### src/wdt_pkg.sv
// Constants, register map and types of the two-stage watchdog.
// Assumes an APB slave with 32-bit data and one clock domain.
`default_nettype none
package wdt_pkg;
   // ************************************************************
   // Register offsets
   // ************************************************************
   localparam logic [7:0] OFF_CTRL   = 8'h00;
   localparam logic [7:0] OFF_LOAD1  = 8'h04;
   localparam logic [7:0] OFF_LOAD2  = 8'h08;
   localparam logic [7:0] OFF_CMD    = 8'h0c;
   localparam logic [7:0] OFF_CNT1   = 8'h10;
   localparam logic [7:0] OFF_CNT2   = 8'h14;
   localparam logic [7:0] OFF_STATUS = 8'h18;
   localparam logic [7:0] OFF_MASK   = 8'h1c;
   // ************************************************************
   // Control fields
   // ************************************************************
   localparam int CTRL_ENABLE = 0;
   localparam int CTRL_SCI    = 1;
   localparam int CTRL_NMI    = 2;
   localparam int CTRL_SMI    = 3;
   localparam int CTRL_RESET  = 4;
   localparam int CTRL_FALL   = 5;
   localparam int CTRL_EARLY  = 6;
   localparam int CTRL_HWEN   = 7;
   localparam int CTRL_W      = 8;
   // Command register: bit 0 retrigger
   localparam int CMD_RETRIG  = 0;
   // ************************************************************
   // Status fields
   // ************************************************************
   localparam int ST_TIMEOUT1 = 0;
   localparam int ST_TIMEOUT2 = 1;
   localparam int ST_HWTRIG   = 2;
   localparam int ST_W        = 3;
   // ************************************************************
   // Reset values
   // ************************************************************
   localparam logic [CTRL_W-1:0] CTRL_RST  = 8'h00;
   localparam logic [31:0]       LOAD1_RST = 32'h0000ffff;
   localparam logic [31:0]       LOAD2_RST = 32'h000000ff;
   localparam logic [ST_W-1:0]   MASK_RST  = 3'h0;
   // Length of reset pulse to the system, cycles
   localparam logic [7:0]        RESET_PULSE_CYC = 8'h10;

   typedef enum logic [1:0] {ST_IDLE, ST_STAGE1, ST_STAGE2, ST_RESET}
      wd_state_e;
endpackage
`default_nettype wire

### src/edge_detect.sv
// Selectable edge detector for the retrigger input.
// Assumes the input is synchronous to the clock.
`timescale 1ns/10ps
`default_nettype none
module edge_detect (
   // Clock and reset
   input  wire logic SYS_CLK,
   input  wire logic RST_N,
   // Signal
   input  wire logic sig_in,
   input  wire logic fall_sel,
   output logic      pulse
);
   typedef struct packed {
      logic prev;
   } ed_s;
   ed_s r;
   ed_s next_r;

   always_comb begin
      next_r      = r;
      next_r.prev = sig_in;
   end

   always_ff @(posedge SYS_CLK or negedge RST_N) begin
      if (!RST_N) begin
         r <= '0;
      end else begin
         r <= next_r;
      end
   end

   // Combinational so a looped-back early output acts in time
   assign pulse = fall_sel ? (r.prev & ~sig_in)
                           : (~r.prev & sig_in);
endmodule
`default_nettype wire

### src/down_counter.sv
// Loadable down counter with a zero flag.
// Assumes load wins over count.
`timescale 1ns/10ps
`default_nettype none
module down_counter #(
   parameter int W = 32
) (
   // Clock and reset
   input  wire logic         SYS_CLK,
   input  wire logic         RST_N,
   // Control
   input  wire logic         load,
   input  wire logic [W-1:0] load_val,
   input  wire logic         run,
   // State
   output logic [W-1:0]      count,
   output logic              is_zero,
   output logic              is_one
);
   typedef struct packed {
      logic [W-1:0] cnt;
   } dc_s;
   dc_s r;
   dc_s next_r;

   always_comb begin
      next_r = r;
      if (load) begin
         next_r.cnt = load_val;
      end else if (run && r.cnt != '0) begin
         next_r.cnt = r.cnt - W'(1);
      end
   end

   always_ff @(posedge SYS_CLK or negedge RST_N) begin
      if (!RST_N) begin
         r <= '0;
      end else begin
         r <= next_r;
      end
   end

   assign count   = r.cnt;
   assign is_zero = (r.cnt == '0);
   assign is_one  = (r.cnt == W'(1));
endmodule
`default_nettype wire

### src/wdt_top.sv
// Two-stage watchdog with APB registers and interrupt status.
// Assumes APB master on SYS_CLK; retrigger input synchronous.
//
// Chosen here: the register addresses and the APB register port.
`timescale 1ns/10ps
`default_nettype none
module wdt_top #(
   parameter int CW = 32
) (
   // Clock and reset
   input  wire logic        SYS_CLK,
   input  wire logic        RST_N,
   // APB slave
   input  wire logic        PSEL,
   input  wire logic        PENABLE,
   input  wire logic        PWRITE,
   input  wire logic [7:0]  PADDR,
   input  wire logic [31:0] PWDATA,
   output logic [31:0]      PRDATA,
   output logic             PREADY,
   output logic             PSLVERR,
   // Watchdog pins
   input  wire logic        RETRIGGER_IN,
   output logic             TIMEOUT_OUT,
   output logic             SCI_OUT,
   output logic             NMI_OUT,
   output logic             SMI_OUT,
   output logic             SYS_RESET_OUT,
   // Interrupt
   output logic             IRQ
);
   // ************************************************************
   // State
   // ************************************************************
   typedef struct packed {
      logic [wdt_pkg::CTRL_W-1:0] ctrl;
      logic [CW-1:0]              load1;
      logic [CW-1:0]              load2;
      logic [wdt_pkg::ST_W-1:0]   status;
      logic [wdt_pkg::ST_W-1:0]   mask;
      wdt_pkg::wd_state_e         state;
      logic [7:0]                 rst_cnt;
      logic                       tout;
      logic                       sci;
      logic                       nmi;
      logic                       smi;
      logic                       sysrst;
      logic [31:0]                rdata;
   } wdt_s;
   wdt_s r;
   wdt_s next_r;

   logic          hw_edge;
   logic [CW-1:0] cnt1;
   logic [CW-1:0] cnt2;
   logic          zero1;
   logic          one1;
   logic          zero2;
   logic          one2_unused;
   logic          load1_now;
   logic          load2_now;
   logic          run1;
   logic          run2;
   logic          retrig;
   logic          sw_retrig;
   logic          hw_retrig;
   logic          fire1;
   logic          fire2;
   logic          wr;
   logic          rd;
   logic          mapped;

   function automatic logic is_mapped(input logic [7:0] a);
      case (a)
         wdt_pkg::OFF_CTRL, wdt_pkg::OFF_LOAD1, wdt_pkg::OFF_LOAD2,
         wdt_pkg::OFF_CMD, wdt_pkg::OFF_CNT1, wdt_pkg::OFF_CNT2,
         wdt_pkg::OFF_STATUS, wdt_pkg::OFF_MASK: is_mapped = 1'b1;
         default: is_mapped = 1'b0;
      endcase
   endfunction

   // ************************************************************
   // Submodules
   // ************************************************************
   edge_detect u_edge (
      .SYS_CLK  (SYS_CLK),
      .RST_N    (RST_N),
      .sig_in   (RETRIGGER_IN),
      .fall_sel (r.ctrl[wdt_pkg::CTRL_FALL]),
      .pulse    (hw_edge)
   );

   down_counter #(.W(CW)) u_first_stage_counter (
      .SYS_CLK  (SYS_CLK),
      .RST_N    (RST_N),
      .load     (load1_now),
      .load_val (r.load1),
      .run      (run1),
      .count    (cnt1),
      .is_zero  (zero1),
      .is_one   (one1)
   );

   down_counter #(.W(CW)) u_reset_delay_counter (
      .SYS_CLK  (SYS_CLK),
      .RST_N    (RST_N),
      .load     (load2_now),
      .load_val (r.load2),
      .run      (run2),
      .count    (cnt2),
      .is_zero  (zero2),
      .is_one   (one2_unused)
   );

   // ************************************************************
   // Bus decode and counter control
   // ************************************************************
   assign mapped    = is_mapped(PADDR);
   assign wr        = PSEL & PENABLE & PWRITE & mapped;
   assign rd        = PSEL & PENABLE & ~PWRITE;
   assign sw_retrig = wr && PADDR == wdt_pkg::OFF_CMD
                      && PWDATA[wdt_pkg::CMD_RETRIG];
   assign hw_retrig = hw_edge & r.ctrl[wdt_pkg::CTRL_HWEN];
   // Software path always open, hardware only when enabled
   assign retrig    = sw_retrig | hw_retrig;
   // Retrigger only counts while stage one runs
   assign load1_now = (r.state == wdt_pkg::ST_IDLE)
                      || (r.state == wdt_pkg::ST_STAGE1 && retrig);
   assign run1      = (r.state == wdt_pkg::ST_STAGE1);
   assign fire1     = run1 && zero1 && !retrig;
   // Second counter always reloads from a software value
   assign load2_now = (r.state != wdt_pkg::ST_STAGE2);
   assign run2      = (r.state == wdt_pkg::ST_STAGE2);
   assign fire2     = run2 && zero2;

   // ************************************************************
   // Next state
   // ************************************************************
   always_comb begin
      next_r        = r;
      next_r.tout   = 1'b0;
      next_r.sci    = 1'b0;
      next_r.nmi    = 1'b0;
      next_r.smi    = 1'b0;
      next_r.sysrst = 1'b0;

      // Register writes
      if (wr) begin
         case (PADDR)
            wdt_pkg::OFF_CTRL:  next_r.ctrl  = PWDATA[wdt_pkg::CTRL_W-1:0];
            wdt_pkg::OFF_LOAD1: next_r.load1 = PWDATA[CW-1:0];
            wdt_pkg::OFF_LOAD2: next_r.load2 = PWDATA[CW-1:0];
            wdt_pkg::OFF_MASK:  next_r.mask  = PWDATA[wdt_pkg::ST_W-1:0];
            wdt_pkg::OFF_STATUS: begin
               next_r.status = r.status & ~PWDATA[wdt_pkg::ST_W-1:0];
            end
            default: begin
            end
         endcase
      end

      // Read data registered in the setup cycle
      if (PSEL && !PENABLE && !PWRITE) begin
         case (PADDR)
            wdt_pkg::OFF_CTRL:   next_r.rdata = 32'(r.ctrl);
            wdt_pkg::OFF_LOAD1:  next_r.rdata = 32'(r.load1);
            wdt_pkg::OFF_LOAD2:  next_r.rdata = 32'(r.load2);
            wdt_pkg::OFF_CNT1:   next_r.rdata = 32'(cnt1);
            wdt_pkg::OFF_CNT2:   next_r.rdata = 32'(cnt2);
            wdt_pkg::OFF_STATUS: next_r.rdata = 32'(r.status);
            wdt_pkg::OFF_MASK:   next_r.rdata = 32'(r.mask);
            default:             next_r.rdata = 32'h00000000;
         endcase
      end

      // Early output: rises as the first counter hits zero, one cycle before the normal output
      if (run1 && !retrig) begin
         if (r.ctrl[wdt_pkg::CTRL_EARLY]) begin
            next_r.tout = one1;
         end else begin
            next_r.tout = zero1;
         end
      end

      case (r.state)
         wdt_pkg::ST_IDLE: begin
            if (r.ctrl[wdt_pkg::CTRL_ENABLE]) begin
               next_r.state = wdt_pkg::ST_STAGE1;
            end
         end
         wdt_pkg::ST_STAGE1: begin
            if (!r.ctrl[wdt_pkg::CTRL_ENABLE]) begin
               next_r.state = wdt_pkg::ST_IDLE;
            end else if (fire1) begin
               next_r.sci = r.ctrl[wdt_pkg::CTRL_SCI];
               next_r.nmi = r.ctrl[wdt_pkg::CTRL_NMI];
               next_r.smi = r.ctrl[wdt_pkg::CTRL_SMI];
               if (r.ctrl[wdt_pkg::CTRL_RESET]) begin
                  next_r.state   = wdt_pkg::ST_RESET;
                  next_r.rst_cnt = wdt_pkg::RESET_PULSE_CYC;
                  next_r.sysrst  = 1'b1;
               end else begin
                  next_r.state = wdt_pkg::ST_STAGE2;
               end
            end
         end
         wdt_pkg::ST_STAGE2: begin
            if (!r.ctrl[wdt_pkg::CTRL_ENABLE]) begin
               next_r.state = wdt_pkg::ST_IDLE;
            end else if (fire2) begin
               next_r.state   = wdt_pkg::ST_RESET;
               next_r.rst_cnt = wdt_pkg::RESET_PULSE_CYC;
               next_r.sysrst  = 1'b1;
            end
         end
         wdt_pkg::ST_RESET: begin
            // Reset pulse holds a fixed length, then restarts
            if (r.rst_cnt > 8'h01) begin
               next_r.sysrst  = 1'b1;
               next_r.rst_cnt = r.rst_cnt - 8'h01;
            end else begin
               next_r.state = wdt_pkg::ST_IDLE;
            end
         end
         default: next_r.state = wdt_pkg::ST_IDLE;
      endcase

      // Sticky events; set wins over a same-cycle clear
      if (fire1) begin
         next_r.status[wdt_pkg::ST_TIMEOUT1] = 1'b1;
      end
      if (fire2) begin
         next_r.status[wdt_pkg::ST_TIMEOUT2] = 1'b1;
      end
      if (hw_retrig && r.state == wdt_pkg::ST_STAGE1) begin
         next_r.status[wdt_pkg::ST_HWTRIG] = 1'b1;
      end
   end

   always_ff @(posedge SYS_CLK or negedge RST_N) begin
      if (!RST_N) begin
         r         <= '0;
         r.ctrl    <= wdt_pkg::CTRL_RST;
         r.load1   <= wdt_pkg::LOAD1_RST[CW-1:0];
         r.load2   <= wdt_pkg::LOAD2_RST[CW-1:0];
         r.mask    <= wdt_pkg::MASK_RST;
         r.state   <= wdt_pkg::ST_IDLE;
      end else begin
         r <= next_r;
      end
   end

   // ************************************************************
   // Outputs
   // ************************************************************
   assign PRDATA        = r.rdata;
   assign PREADY        = 1'b1;
   assign PSLVERR       = PSEL & PENABLE & ~mapped;
   assign TIMEOUT_OUT   = r.tout;
   assign SCI_OUT       = r.sci;
   assign NMI_OUT       = r.nmi;
   assign SMI_OUT       = r.smi;
   assign SYS_RESET_OUT = r.sysrst;
   assign IRQ           = |(r.status & r.mask);
endmodule
`default_nettype wire

### config.mk
export PLATFORM = sky130hd
export DESIGN_NAME = wdt_top
export DESIGN_NICKNAME = d
export VERILOG_FILES = /design/src/wdt_pkg.sv /design/src/edge_detect.sv /design/src/down_counter.sv /design/src/wdt_top.sv
export SDC_FILE = /design/constraint.sdc
export NUM_CORES = 1
export LEC_CHECK = 0
export CAP_MARGIN = 30
export CORE_MARGIN = 2
export CORE_UTILIZATION = 55
export CTS_BUF_LIST = sky130_fd_sc_hd__clkbuf_2 sky130_fd_sc_hd__clkbuf_4 sky130_fd_sc_hd__clkbuf_8
export DETAILED_ROUTE_END_ITERATION = 6
export DONT_BUFFER_PORTS = 1
export HOLD_SLACK_MARGIN = 0.1
export PLACE_DENSITY = 0.73
export SYNTH_ARGS = -nofsm -noshare
export SYNTH_HDL_FRONTEND = slang
export SYNTH_SLANG_ARGS = --single-unit
### constraint.sdc
create_clock -name SYS_CLK -period 2.3 [get_ports SYS_CLK]
set_clock_uncertainty 0.1 [all_clocks]
set_input_delay 0 -clock SYS_CLK [delete_from_list [all_inputs] [get_ports SYS_CLK]]
set_output_delay 0 -clock SYS_CLK [all_outputs]
set_load 0.005 [all_outputs]
# Yosys cells after proc, flatten, opt, wreduce, memory -nomap -nowiden

Memories as Yosys holds them, arrays and structs flattened.
Cells that the tools add are included.

Bits in read-only memories: 32
Input bits: 46
Output and inout port bits: 40
Word-level logic and storage cells: 137
Register bits: 190
Memories: 1

$lt $le $gt $ge: 1
Reduce and logical (&&, ||, !) cells: 42
$add $sub $neg: 3
Muxes and demuxes: 36
Bitwise logic cells: 14
Equal/unequal tests: 22

Memory list:

| memory           | words | bits a word | read ports | clocked after Yosys merged registers in | write ports | RTL line      | text |
|---|---|---|---|---|---|---|---|
| (name not given) | 32    | 1           | 1          | 0                                       | 0           | wdt_top.sv:74 | `case (a)` |

Operators with widths:

| kind                  | count |
|---|---|
| $pmux 32 s7           | 1 |
| $mux 32               | 4 |
| $logic_not 32->1      | 2 |
| $reduce_bool 32->1    | 2 |
| $sub 32x1->32 const B | 2 |
| $eq 32x1->1 const B   | 1 |
| $eq 8x5->1 const B    | 4 |
| $mux 8                | 4 |
| $pmux 8 s3            | 1 |
| $mux 10               | 2 |
| $eq 8x4->1 const B    | 2 |
| $reduce_bool 2->1     | 8 |
| $ne 2x2->1 const B    | 7 |
| $reduce_and 2->1      | 7 |
| $logic_and 1x1->1     | 12 |
| $mux 1                | 12 |
| $mux 3                | 3 |
| $eq 8x3->1 const B    | 1 |
| $gt 8x1->1 const B    | 1 |
| $logic_not 8->1       | 1 |
| $mux 2                | 4 |
| $mux 4                | 2 |
| $pmux 2 s4            | 1 |
| $sub 8x1->8 const B   | 1 |
| other kinds (19)      | 33 |

# Longest topological paths before layout

Gate-level depths: netlist of the first run.

Depth in word-level cells: 11
Depth in mapped cells: 9
Depth with buffers taken out: 9

# By module

A second synthesis of the first run with hierarchy kept.

Cell total of the unflattened synthesis: 1025
Area total of the unflattened synthesis: 10386.2 um^2

Modules (own cells, without submodules):

| module       | times used | area an instance (um^2) | seq. area each (um^2) | cells each |
|---|---|---|---|---|
| wdt_top      | 1          | 6279.8                  | 3158.0                | 543 |
| down_counter | 2          | 2029.4                  | 800.8                 | 239 |
| edge_detect  | 1          | 47.5                    | 25.0                  | 4 |

# Worst setup path before layout of the first run

Ideal clock, no wire load.

Path kind: flip-flop to flip-flop
Start point: register u_first_stage_counter.r, in the netlist u_first_stage_counter.count[17]
End point: register u_first_stage_counter.r, in the netlist u_first_stage_counter.count[3]
Stages on the path, launching flop included: 9
Path buffers: 2
Library setup time: 0.121 ns
Clock period less this slack: 2.521 ns
Data required time: 2.079 ns
Slack: -0.221 ns
Data arrival time: 2.300 ns
Cell sequence: dfrtp_1 nor4_2 nand3_1 or4_1 buf_2 buf_2 a21oi_1 nor2_1 o22a_1

Longest elaborated chain between the ends: 3

RTL lines:

| what                        | RTL line           | text |
|---|---|---|
| from (decl)                 | down_counter.sv:23 | `dc_s r;` |
| from (signal assigned)      | down_counter.sv:39 | `r <= next_r;` |
| $reduce_bool 32->1          | down_counter.sv:30 | `end else if (run && r.cnt != '0) begin` |
| $logic_and 1x1->1           | down_counter.sv:30 |  |
| $reduce_bool 2->1 (no line) | --                 |  |

Every way passes these cells.
A chain may end at the register's enable or synchronous reset.

# Worst setup path after layout of the first run

Start point: register u_first_stage_counter.r, in the netlist u_first_stage_counter.count[10]
End point: register u_first_stage_counter.r, in the netlist u_first_stage_counter.count[17]

Longest elaborated chain between the ends: 3
Elaborated cells on any way between the ends: 6
Those cells by class: add/sub (1); mux (2); reduce/logical (3)

RTL lines:

| what                                                       | RTL line |
|---|---|
| $sub 32x1->32 / $reduce_bool 32->1 (equally long branches) | down_counter.sv:31, down_counter.sv:30 |
| $mux 32 / $logic_and 1x1->1 (equally long branches)        | down_counter.sv:30 |
| $mux 32 / $reduce_bool 2->1 (equally long branches)        | -- |

Parallel ways exist; a longest one is shown, timed or not. The select of a mux whose other input is x is not followed.

==> reports/qor.csv, run 1 <==
metric;value;unit
status;finished with violations;
violations;negative hold slack, negative setup slack;
start_kind;flop;
io_buffers;0;
synthFlopType;dfrtp_1;
start_util;55.8;%
p_int;0.00431;W
grt_pass1_vias;8811;
wl_per_cell;23.9;um
netlist_instances;963;
fin_nets;1184;
swShare;24.6;%
r2r_cells;8;
drtPass1Iterations;6;
worst_pin_slew;0.693;ns
ys_seq_area_share;47.9;%
grt_overflow;0;
route.antenna.remaining_nets;0;
viasPerCell;6.64;
report.final.slew_viol_count;0;
fin_ws;-0.210;ns
ir_drop;361;uV
ys.warnings.count;0;
setup_viol;41;
core_area;0.0179;mm2
syn_nets;1016;
antenna_found_initial;1;
timing.fmax;0.398;GHz
min_period;2.51;ns
utilization;72.6;%
arrival;2.76;ns
post-route-drc-count;0;
cts_max_level;4;
die_x;139;um
crit_path_top_delay_cell;or4_4;
synth-edff-count;0;
async_reset_ff_share;100;%
grt_pass1_wl;48900;um
critPathRequiredTime;2.55;ns
cts-root-buf;clkbuf_8;
p_leak;6.20;nW
io_pins;86;
syn_to_final_growth;30.1;%
worstSetupPathType;flop to flop;
period_share;109;%
vias;9121;
hold_slack;-0.892;ns
tritoncts;done;
path_cells;or3_4, or4_4, buf_4, buf_6, nor4_4, nand2_2, a21o_1, a221o_1;
layout-drive-gt1-share;35.4;%
ys_types;69;
clock_sinks;190;
die_h;139;um
p_sw;0.00141;W
drv_cap;0;
endpoint_kind;flop;
power_frac_seq;58.5;%
cpPeakStageDelay;0.44;ns
hold_viol;190;
clkPwrFrac;37.7;%
cp_max_fo;3;
initialDrtViolationCount;999;
combPwrFrac;3.8;%
ys_ff_latch;190;
min_path_type;input port to async pin;
die-area;0.0193;mm2
clk_latency;0.48;ns
post-dp-hpwl;19600;um
rows;49;
place.gp.congestion;0.925;
fin_total_pwr;0.00572;W
cts_inserted_buffers;17;
power_density;440;mW/mm2
path_clk_slew;0.10;ns
syn_avg_cell_area;10.4;um2
rsz0062_at_grt;true;
relSlewSlack;53.7;%
syn_area;0.00999;mm2
grt_max_degree;191;
cts_buffer_depth;2;
wirelength;32800;um
grtUsageTotal;32.1;%
## power groups by stage
stage,Sequential [W],Combinational (W),Clock [W]
finish,0.00335,0.000220,0.00215
global route,0.00335,0.000229,0.00230
CTS,0.00335,0.000193,0.00215
detailed placement,0.00341,0.0000979,0
global placement,0.00341,0.0000956,0
floorplan,0.00341,0.0000717,0
## cells in the final DEF (no fill, tap or decap), types with 22 or more instances in the layout
cell type,instances
dfrtp_1,166
buf_4,124
nand2_1,96
mux2_2,76
dlygate4sd3_1,75
a22oi_1,63
nor2_1,41
a22o_1,33
dfstp_2,24
nand3_1,22
## stage by stage
step	TNS, ns	cells	worst slack [ns]	instance area [um2]
floorplan	-0.879	963	-0.138	10100
global placement	-4.32	1243	-0.177	11000
detailed placement	-6.54	1243	-0.229	11000
CTS	-2.35	1359	-0.150	12400
global route	-6.19	1374	-0.272	13000
finish	-3.21	1374	-0.210	13000
## layer usage
metal | routed length (um) | vias up | GRT usage [%]
met5 | 0 | - | 0
li1 | - | 3915 | -
met3 | 3560 | 109 | 9.05
met2 | 15200 | 561 | 50.1
met4 | 1120 | 0 | 8.56
met1 | 12900 | 4536 | 44.5
## critical path: cells and delay by family, from the launching register on
kind	cells	cell delay, ns
AO/OA/AOI/OAI	2	0.45
flip-flops	1	0.40
buffers and inverters	2	0.27
AND/OR/NAND/NOR	4	1.18
## path summary, 6_finish.rpt
kind | to | slack (ns) | from
max | u_first_stage_counter.count[17]$_DFFE_PN0P_ | -0.21 | u_first_stage_counter.count[10]$_DFFE_PN0P_
min | PRDATA[16]$_DFFE_PN0P_ | -0.89 | RST_N
max reg2reg | u_first_stage_counter.count[17]$_DFFE_PN0P_ | -0.21 | u_first_stage_counter.count[10]$_DFFE_PN0P_
min reg2reg | u_reset_delay_counter.count[15]$_DFFE_PN0P_ | 0.42 | r[68]$_DFFE_PN0P_
max in group asynchronous | r[95]$_DFFE_PN1P_ | 2.71 | RST_N
min in group SYS_CLK | PRDATA[1]$_DFFE_PN0P_ | 0.11 | PADDR[4]
## synthesized netlist by cell type (all sizes together), types with 2 or more instances
cell type / instances / area share, %
dfrtp: 166 / 42
nand2: 103 / 3.9
mux2: 76 / 8.6
a22oi: 63 / 4.7
buf: 51 / 3.5
nor2: 50 / 2.1
o21ai: 36 / 1.8
a22o: 33 / 2.9
clkbuf: 32 / 1.2
nand3: 32 / 1.6
a21oi: 30 / 1.5
nor3: 27 / 1.4
nor4: 26 / 2.2
dfstp: 24 / 6.3
xnor2: 21 / 1.8
o22a: 19 / 1.7
inv: 14 / 0.53
or3: 14 / 0.93
o311ai: 10 / 0.88
or4: 10 / 0.83
a31oi: 9 / 0.56
nand2b: 9 / 0.56
xor2: 9 / 0.79
and3: 8 / 0.50
ha: 7 / 0.88
nand4: 7 / 0.44
o211ai: 7 / 0.53
o31ai: 7 / 0.53
mux2i: 6 / 0.60
nand3b: 6 / 0.45
and2: 5 / 0.31
a21o: 4 / 0.30
a41oi: 4 / 0.35
nor3b: 4 / 0.30
a221o: 3 / 0.30
and4: 3 / 0.26
nor4b: 3 / 0.41
o22ai: 3 / 0.19
nand4b: 2 / 0.18
o21ba: 2 / 0.20
o2bb2ai: 2 / 0.18
or2: 2 / 0.13
## cells by family after synthesis
family	after synthesis	share of synthesized area (%)
other	1	0.0375
and+or+nand+nor	315	16.7
muxes	82	9.17
adders and majority gates	7	0.877
buffers and inverters	97	5.24
AOI/OAI and AO/OA	241	17.4
xor gates and xnor gates	30	2.63
DFF	190	47.9
## registers in the layout, summed over array words and instances, names as in the netlist, 32 cells and up
name	flops
r	88
PRDATA	32
u_first_stage_counter.count	32
u_reset_delay_counter.count	32
## cell type report
cell class,count,area (um2)
Fill cell,1155,4910
Clock inverter,12,103
Clock buffer,20,275
Timing Repair Buffer,231,2140
Inverter,14,60.1
Antenna cell,1,2.50
Multi-Input combinational cell,677,5340
Sequential cell,190,4780
Tap cell,229,287
## timing repair
action	4_1_cts	5_1_grt
cloned	1	2
setup buffers	8	13
resized for setup	52	121
hold buffers	75	2
pin swaps	14	36
hold endpoints to repair	302	193
endpoints found under the setup margin	59	108
(Power assumes the default switching activity.)
==> run 2, diff against run 1 <==
- CORE_ASPECT_RATIO: not set -> 0.5
- SKIP_CTS_REPAIR_TIMING: not set -> 1
==> run 2 against run 1 <==
  * The run still ends with negative hold slack, negative setup slack left
  * Via count decreased by 2.0%
  * Hold slack worse by 0.0036 ns
  * Clock power rose by 2%
  * Fmax rose by 0.67%
  * Register-to-register slack improved by 0.02 ns
  * Utilization is 0.35 points higher
  * Sequential power about the same
==> reports/qor.csv, run 2 (same netlist as run 1, synthesis figures left out) <==
metric;value;unit;change
status;finished with violations;;unchanged
violations;negative hold slack, negative setup slack;;unchanged
place_worst_setup_slack;-0.178;ns;was -0.229 ns
cts_buffer_depth;2;;unchanged
rsz0062_at_grt;true;;unchanged
start_kind;flop;;unchanged
grt-busiest-layer;met2;;unchanged
met1_usage;45.7;%;was 44.5%
grt_max_degree;191;;unchanged
route.antenna.remaining_nets;0;;unchanged
final_cell_mix;166 x dfrtp_1, 137 x buf_4, 99 x nand2_1;;was 166 x dfrtp_1, 124 x buf_4, 96 x nand2_1
tritoncts;done;;unchanged
syn_to_final_growth;28.3;%;was 30.1%
setup_viol;59;;was 41
endpoint;u_reset_delay_counter.count[1]$_DFFE_PN0P_;;was u_first_stage_counter.count[17]$_DFFE_PN0P_
r2r-end;u_reset_delay_counter.count[1]$_DFFE_PN0P_;;was u_first_stage_counter.count[17]$_DFFE_PN0P_
min_period;2.49;ns;was 2.51 ns
relSlewSlack;52.3;%;was 53.7%
startpoint;u_reset_delay_counter.count[16]$_DFFE_PN0P_;;was u_first_stage_counter.count[10]$_DFFE_PN0P_
vias;8937;;was 9,121
timing.fmax;0.401;GHz;was 0.398 GHz
antenna_found_initial;0;;was 1
critPathRequiredTime;2.56;ns;was 2.55 ns
rrSetupSlack;-0.19;ns;was -0.21 ns
die_x;195;um;was 139 um
antennaDiodeCount;0;;was 1
cts-root-buf;clkbuf_8;;unchanged
viasPerCell;6.47;;was 6.64
path_clk_slew;0.11;ns;was 0.10 ns
arrival;2.75;ns;was 2.76 ns
utilization;72.9;%;was 72.6%
die_h;99.3;um;was 139 um
postLayoutCellArea;0.0128;mm2;was 0.0130 mm2
period_share;108;%;was 109%
worstSetupPathType;flop to flop;;unchanged
wl_per_cell;23.3;um;was 23.9 um
cts_inserted_buffers;17;;unchanged
grt_overflow;0;;unchanged
fin_nets;1188;;was 1,184
core_area;0.0176;mm2;was 0.0179 mm2
largest_register;r;;unchanged
report.final.slew_viol_count;0;;unchanged
die-area;0.0193;mm2;about the same
post-dp-hpwl;20800;um;was 19,600 um
p_leak;6.14;nW;was 6.20 nW
start_util;56.9;%;was 55.8%
clk_latency;0.49;ns;was 0.48 ns
power_density;448;mW/mm2;was 440 mW/mm2
rows;34;;was 49
gr-usage-met2;48.6;%;was 50.1%
endpoint_kind;flop;;unchanged
place.gp.congestion;0.911;;was 0.925
hold_viol;223;;was 190
largest_reg_flops;88;;unchanged
wirelength;32200;um;was 32,800 um
grt_pass1_wl;46900;um;was 48,900 um
io_buffers;0;;unchanged
final_common_cell;dfrtp_1;;unchanged
clock_sinks;190;;unchanged
r2r_cells;9;;was 8
min_path_type;input port to async pin;;unchanged
io_pins;86;;unchanged
cp_max_fo;5;;was 3
cts_max_level;4;;unchanged
layout-drive-gt1-share;33.2;%;was 35.4%
post-route-drc-count;0;;unchanged
nFillCells;1257;;was 1,155
grt_pass1_vias;8163;;was 8,811
drv_cap;0;;unchanged
ir_drop;331;uV;was 361 uV
grtUsageTotal;31.6;%;was 32.1%
worstReg2RegStart;u_reset_delay_counter.count[16]$_DFFE_PN0P_;;was u_first_stage_counter.count[10]$_DFFE_PN0P_
fin_ws;-0.193;ns;was -0.210 ns
drtPass1Iterations;5;;was 6
postPlaceCellArea;0.0112;mm2;was 0.0110 mm2
initialDrtViolationCount;909;;was 999
hold_slack;-0.896;ns;was -0.892 ns
worst_pin_slew;0.713;ns;was 0.693 ns
grt_util_met3;6.95;%;was 9.05%
-- run 2: critical path, stage by stage (launching register included) --
cell     delay (ns)
dfrtp_1        0.40
or4_4          0.52
or3_4          0.39
buf_12         0.15
nor3b_4        0.25
buf_6          0.21
buf_12         0.12
nor2_4         0.03
a21oi_2        0.11
o21ai_1        0.07
-- run 2: how the worst min path moves through the flow --
stage / startpoint / to / slack [ns] / cells past startpoint
after floorplan: RST_N / NMI_OUT$_DFF_PN0_ / -0.40 / 0
after detailed placement: RST_N / r[39]$_DFFE_PN0P_ / -0.39 / 0
after global routing: RST_N / SYS_RESET_OUT$_DFF_PN0_ / -0.93 / 0
final: RST_N / r[39]$_DFFE_PN0P_ / -0.90 / 0
after CTS: RST_N / PRDATA[3]$_DFFE_PN0P_ / -0.92 / 0
after global placement: RST_N / r[38]$_DFFE_PN0P_ / -0.39 / 0
-- run 2: power breakdown --
part           leakage (nW)  switching (W)  internal [W]
Clock                 0.176        0.00139      0.000799
Sequential             2.52     0.00000299       0.00334
Combinational          3.44       0.000101      0.000102
-- run 2: area by class of cell --
type | count | area (um2) | share of cell area, %
Timing Repair Buffer | 236 | 2170 | 17.0
Tap cell | 234 | 293 | 2.29
Inverter | 14 | 52.6 | 0.410
Clock inverter | 14 | 125 | 0.977
Sequential cell | 190 | 4780 | 37.3
Clock buffer | 18 | 241 | 1.88
Multi-Input combinational cell | 676 | 5140 | 40.1
-- run 2: through the flow --
stage,total power (W),cells,TNS [ns],hold slack [ns]
4_1_cts,0.00564,1299,-6.34,-0.918
3_5_place_dp,0.00351,1267,-4.44,-0.391
6_report,0.00574,1382,-5.15,-0.896
2_1_floorplan,0.00348,963,-0.879,-0.396
3_3_place_gp,0.00351,1267,-1.78,-0.390
5_1_grt,0.00590,1382,-8.24,-0.933
-- run 2: layer usage --
layer,wire length (um),vias to the layer above
met5,0,-
met4,770,0
met3,2690,71
met2,14800,445
met1,13900,4505
li1,-,3916
==> run 3, diff against run 2 <==
--- a/config.mk
+++ b/config.mk
@@ -16,3 +16,2 @@
 export PLACE_DENSITY = 0.73
-export SKIP_CTS_REPAIR_TIMING = 1
 export SYNTH_ARGS = -nofsm -noshare
--- a/constraint.sdc
+++ b/constraint.sdc
@@ -4,2 +4,2 @@
 set_output_delay 0 -clock SYS_CLK [all_outputs]
-set_load 0.005 [all_outputs]
+set_load 0.02 [all_outputs]
==> run 3 against run 2 <==
  * The run still ends with negative hold slack, negative setup slack left
  * Die area unchanged
  * Fmax fell by 0.44%
  * Register-to-register slack about the same
  * Flip-flop and latch count unchanged
  * First-iteration DRC count is 29% higher
  * Setup slack worse by 0.011 ns
  * Global-route usage up 2.1 points
  * Critical endpoint is now u_reset_delay_counter.count[6]$_DFFE_PN0P_
  * Largest power group unchanged
==> reports/qor.csv, run 3 (same netlist as run 1, synthesis figures left out) <==
metric;value;unit;change
status;finished with violations;;unchanged
violations;negative hold slack, negative setup slack;;unchanged
crit_path_top_delay_cell;or4_4;;unchanged
rsz0062_at_grt;true;;unchanged
cts_inserted_buffers;17;;unchanged
relSlewSlack;46.5;%;was 52.3%
p_leak;6.20;nW;was 6.14 nW
report.final.slew_viol_count;0;;unchanged
cp_max_fo;5;;unchanged
nFillCells;1177;;was 1,257
path_clk_slew;0.12;ns;was 0.11 ns
min_period;2.50;ns;was 2.49 ns
antennaDiodeCount;0;;unchanged
hold_viol;190;;was 223
final_common_cell;dfrtp_1;;unchanged
post-dp-hpwl;20800;um;unchanged
route.top_layer_used;met4;;unchanged
fin_nets;1190;;was 1,188
clock_sinks;190;;unchanged
power_density;441;mW/mm2;was 448 mW/mm2
timing.fmax;0.399;GHz;was 0.401 GHz
cts_max_level;4;;unchanged
io_pins;86;;unchanged
period_share;109;%;was 108%
die-area;0.0193;mm2;unchanged
start_kind;flop;;unchanged
cpLargestDelayFamily;simple AND/OR/NAND/NOR gates;;unchanged
initialDrtViolationCount;1175;;was 909
largest_register;r;;unchanged
m1WireLength;14200;um;was 13,900 um
antenna_found_initial;0;;unchanged
multiInputGateArea;0.00537;mm2;was 0.00514 mm2
tritoncts;done;;unchanged
grtUsageTotal;33.7;%;was 31.6%
final_cell_mix;166 x dfrtp_1, 138 x buf_4, 95 x nand2_1;;was 166 x dfrtp_1, 137 x buf_4, 99 x nand2_1
cts_buffer_depth;2;;unchanged
post-route-drc-count;0;;unchanged
setup_viol;56;;was 59
endpoint_kind;flop;;unchanged
die_x;195;um;unchanged
syn_to_final_growth;30.9;%;was 28.3%
core_area;0.0176;mm2;unchanged
wirelength;33500;um;was 32,200 um
rows;34;;unchanged
wl_per_cell;24.2;um;was 23.3 um
worstSetupPathType;flop to flop;;unchanged
vias;9038;;was 8,937
arrival;2.76;ns;was 2.75 ns
io_buffers;0;;unchanged
cp_num_buf_inv;2;;was 3
clk_latency;0.50;ns;was 0.49 ns
grt_pass1_wl;50100;um;was 46,900 um
place_worst_setup_slack;-0.178;ns;unchanged
critPathRequiredTime;2.56;ns;about the same
cts-root-buf;clkbuf_8;;unchanged
route.antenna.remaining_nets;0;;unchanged
largest_reg_flops;88;;unchanged
cpPeakStageDelay;0.54;ns;was 0.52 ns
grt_overflow;0;;unchanged
fin_total_pwr;0.00576;W;was 0.00574 W
start_util;56.9;%;unchanged
postPlaceCellArea;0.0112;mm2;unchanged
drv_cap;0;;unchanged
ir_drop;340;uV;was 331 uV
drtPass1Iterations;6;;was 5
min_path_type;input port to async pin;;unchanged
path_cells;or4_4, or3_4, buf_12, nor3b_4, buf_6, nor4_2, xnor2_1, o21ai_1;;was or4_4, or3_4, buf_12, nor3b_4, buf_6, buf_12, nor2_4, a21oi_2, o21ai_1
seq_area;0.00478;mm2;unchanged
dr_wl_met2;15300;um;was 14,800 um
grt_pass1_vias;8798;;was 8,163
place.gp.congestion;0.911;;unchanged
wl_met3;2930;um;was 2690 um
layout-drive-gt1-share;37.1;%;was 33.2%
worst_pin_slew;0.802;ns;was 0.713 ns
postLayoutCellArea;0.0131;mm2;was 0.0128 mm2
die_h;99.3;um;unchanged
hold_slack;-0.905;ns;was -0.896 ns
viasPerCell;6.53;;was 6.47
grt_max_degree;191;;unchanged
fin_ws;-0.204;ns;was -0.193 ns
run 3: cell count changes in the layout (fill, tap and decap cells not counted), sizes merged:
cell / previous run / this run
buf: 160 / 169
dlymetal6s4s: 0 / 2
or4: 10 / 11
clkbuf: 19 / 20
dlygate4sd3: 75 / 64
run 3: final cells by class:
cell class                 count  share of cell area [%]
clock buffer                  18                    1.85
clock inverter                14                   0.957
inverter                      14                   0.440
multi-input combinational    677                    41.1
sequential                   190                    36.6
tap                          234                    2.24
timing repair buffer         237                    16.8
run 3: per-layer routing:
layer  vias to the layer above  GRT usage, %
li1                       3915             -
met1                      4544          47.5
met2                       499          53.5
met3                        80          6.14
met4                         0          10.8
met5                         -             0
run 3: per-stage QoR:
stage	TNS, ns	instances	utilization [%]
2_1_floorplan	-0.879	963	-
3_3_place_gp	-1.78	1267	63.5
3_5_place_dp	-4.44	1267	63.5
4_1_cts	-4.28	1370	71.4
5_1_grt	-7.29	1384	74.4
6_report	-4.19	1384	74.4
run 3: power by group:
part,total (W),switching (W),internal (W)
Clock,0.00219,0.00139,0.000799
Combinational,0.000230,0.000116,0.000114
Sequential,0.00335,0.00000297,0.00334
run 3: repair_timing:
item                                    in CTS  in global routing
hold buffers                                64                  2
pin swaps                                   42                 49
endpoints found under the setup margin      67                 95
cloned                                       2                  2
setup buffers                                5                 16
gates resized for setup                     83                 96
endpoints found under the hold margin      304                191
run 3: path summary, 6_finish.rpt:
kind | from | to | slack [ns] | cells after the start
max reg2reg | u_reset_delay_counter.count[17]$_DFFE_PN0P_ | u_reset_delay_counter.count[6]$_DFFE_PN0P_ | -0.20 | 8
min | RST_N | PRDATA[3]$_DFFE_PN0P_ | -0.90 | 0
max in group asynchronous | RST_N | r[60]$_DFFE_PN1P_ | 2.59 | 0
min reg2reg | r[84]$_DFFE_PN0P_ | u_reset_delay_counter.count[31]$_DFFE_PN0P_ | 0.42 | 2
min in group SYS_CLK | PSEL | PSLVERR | 0.12 | 1
max | u_reset_delay_counter.count[17]$_DFFE_PN0P_ | u_reset_delay_counter.count[6]$_DFFE_PN0P_ | -0.20 | 8
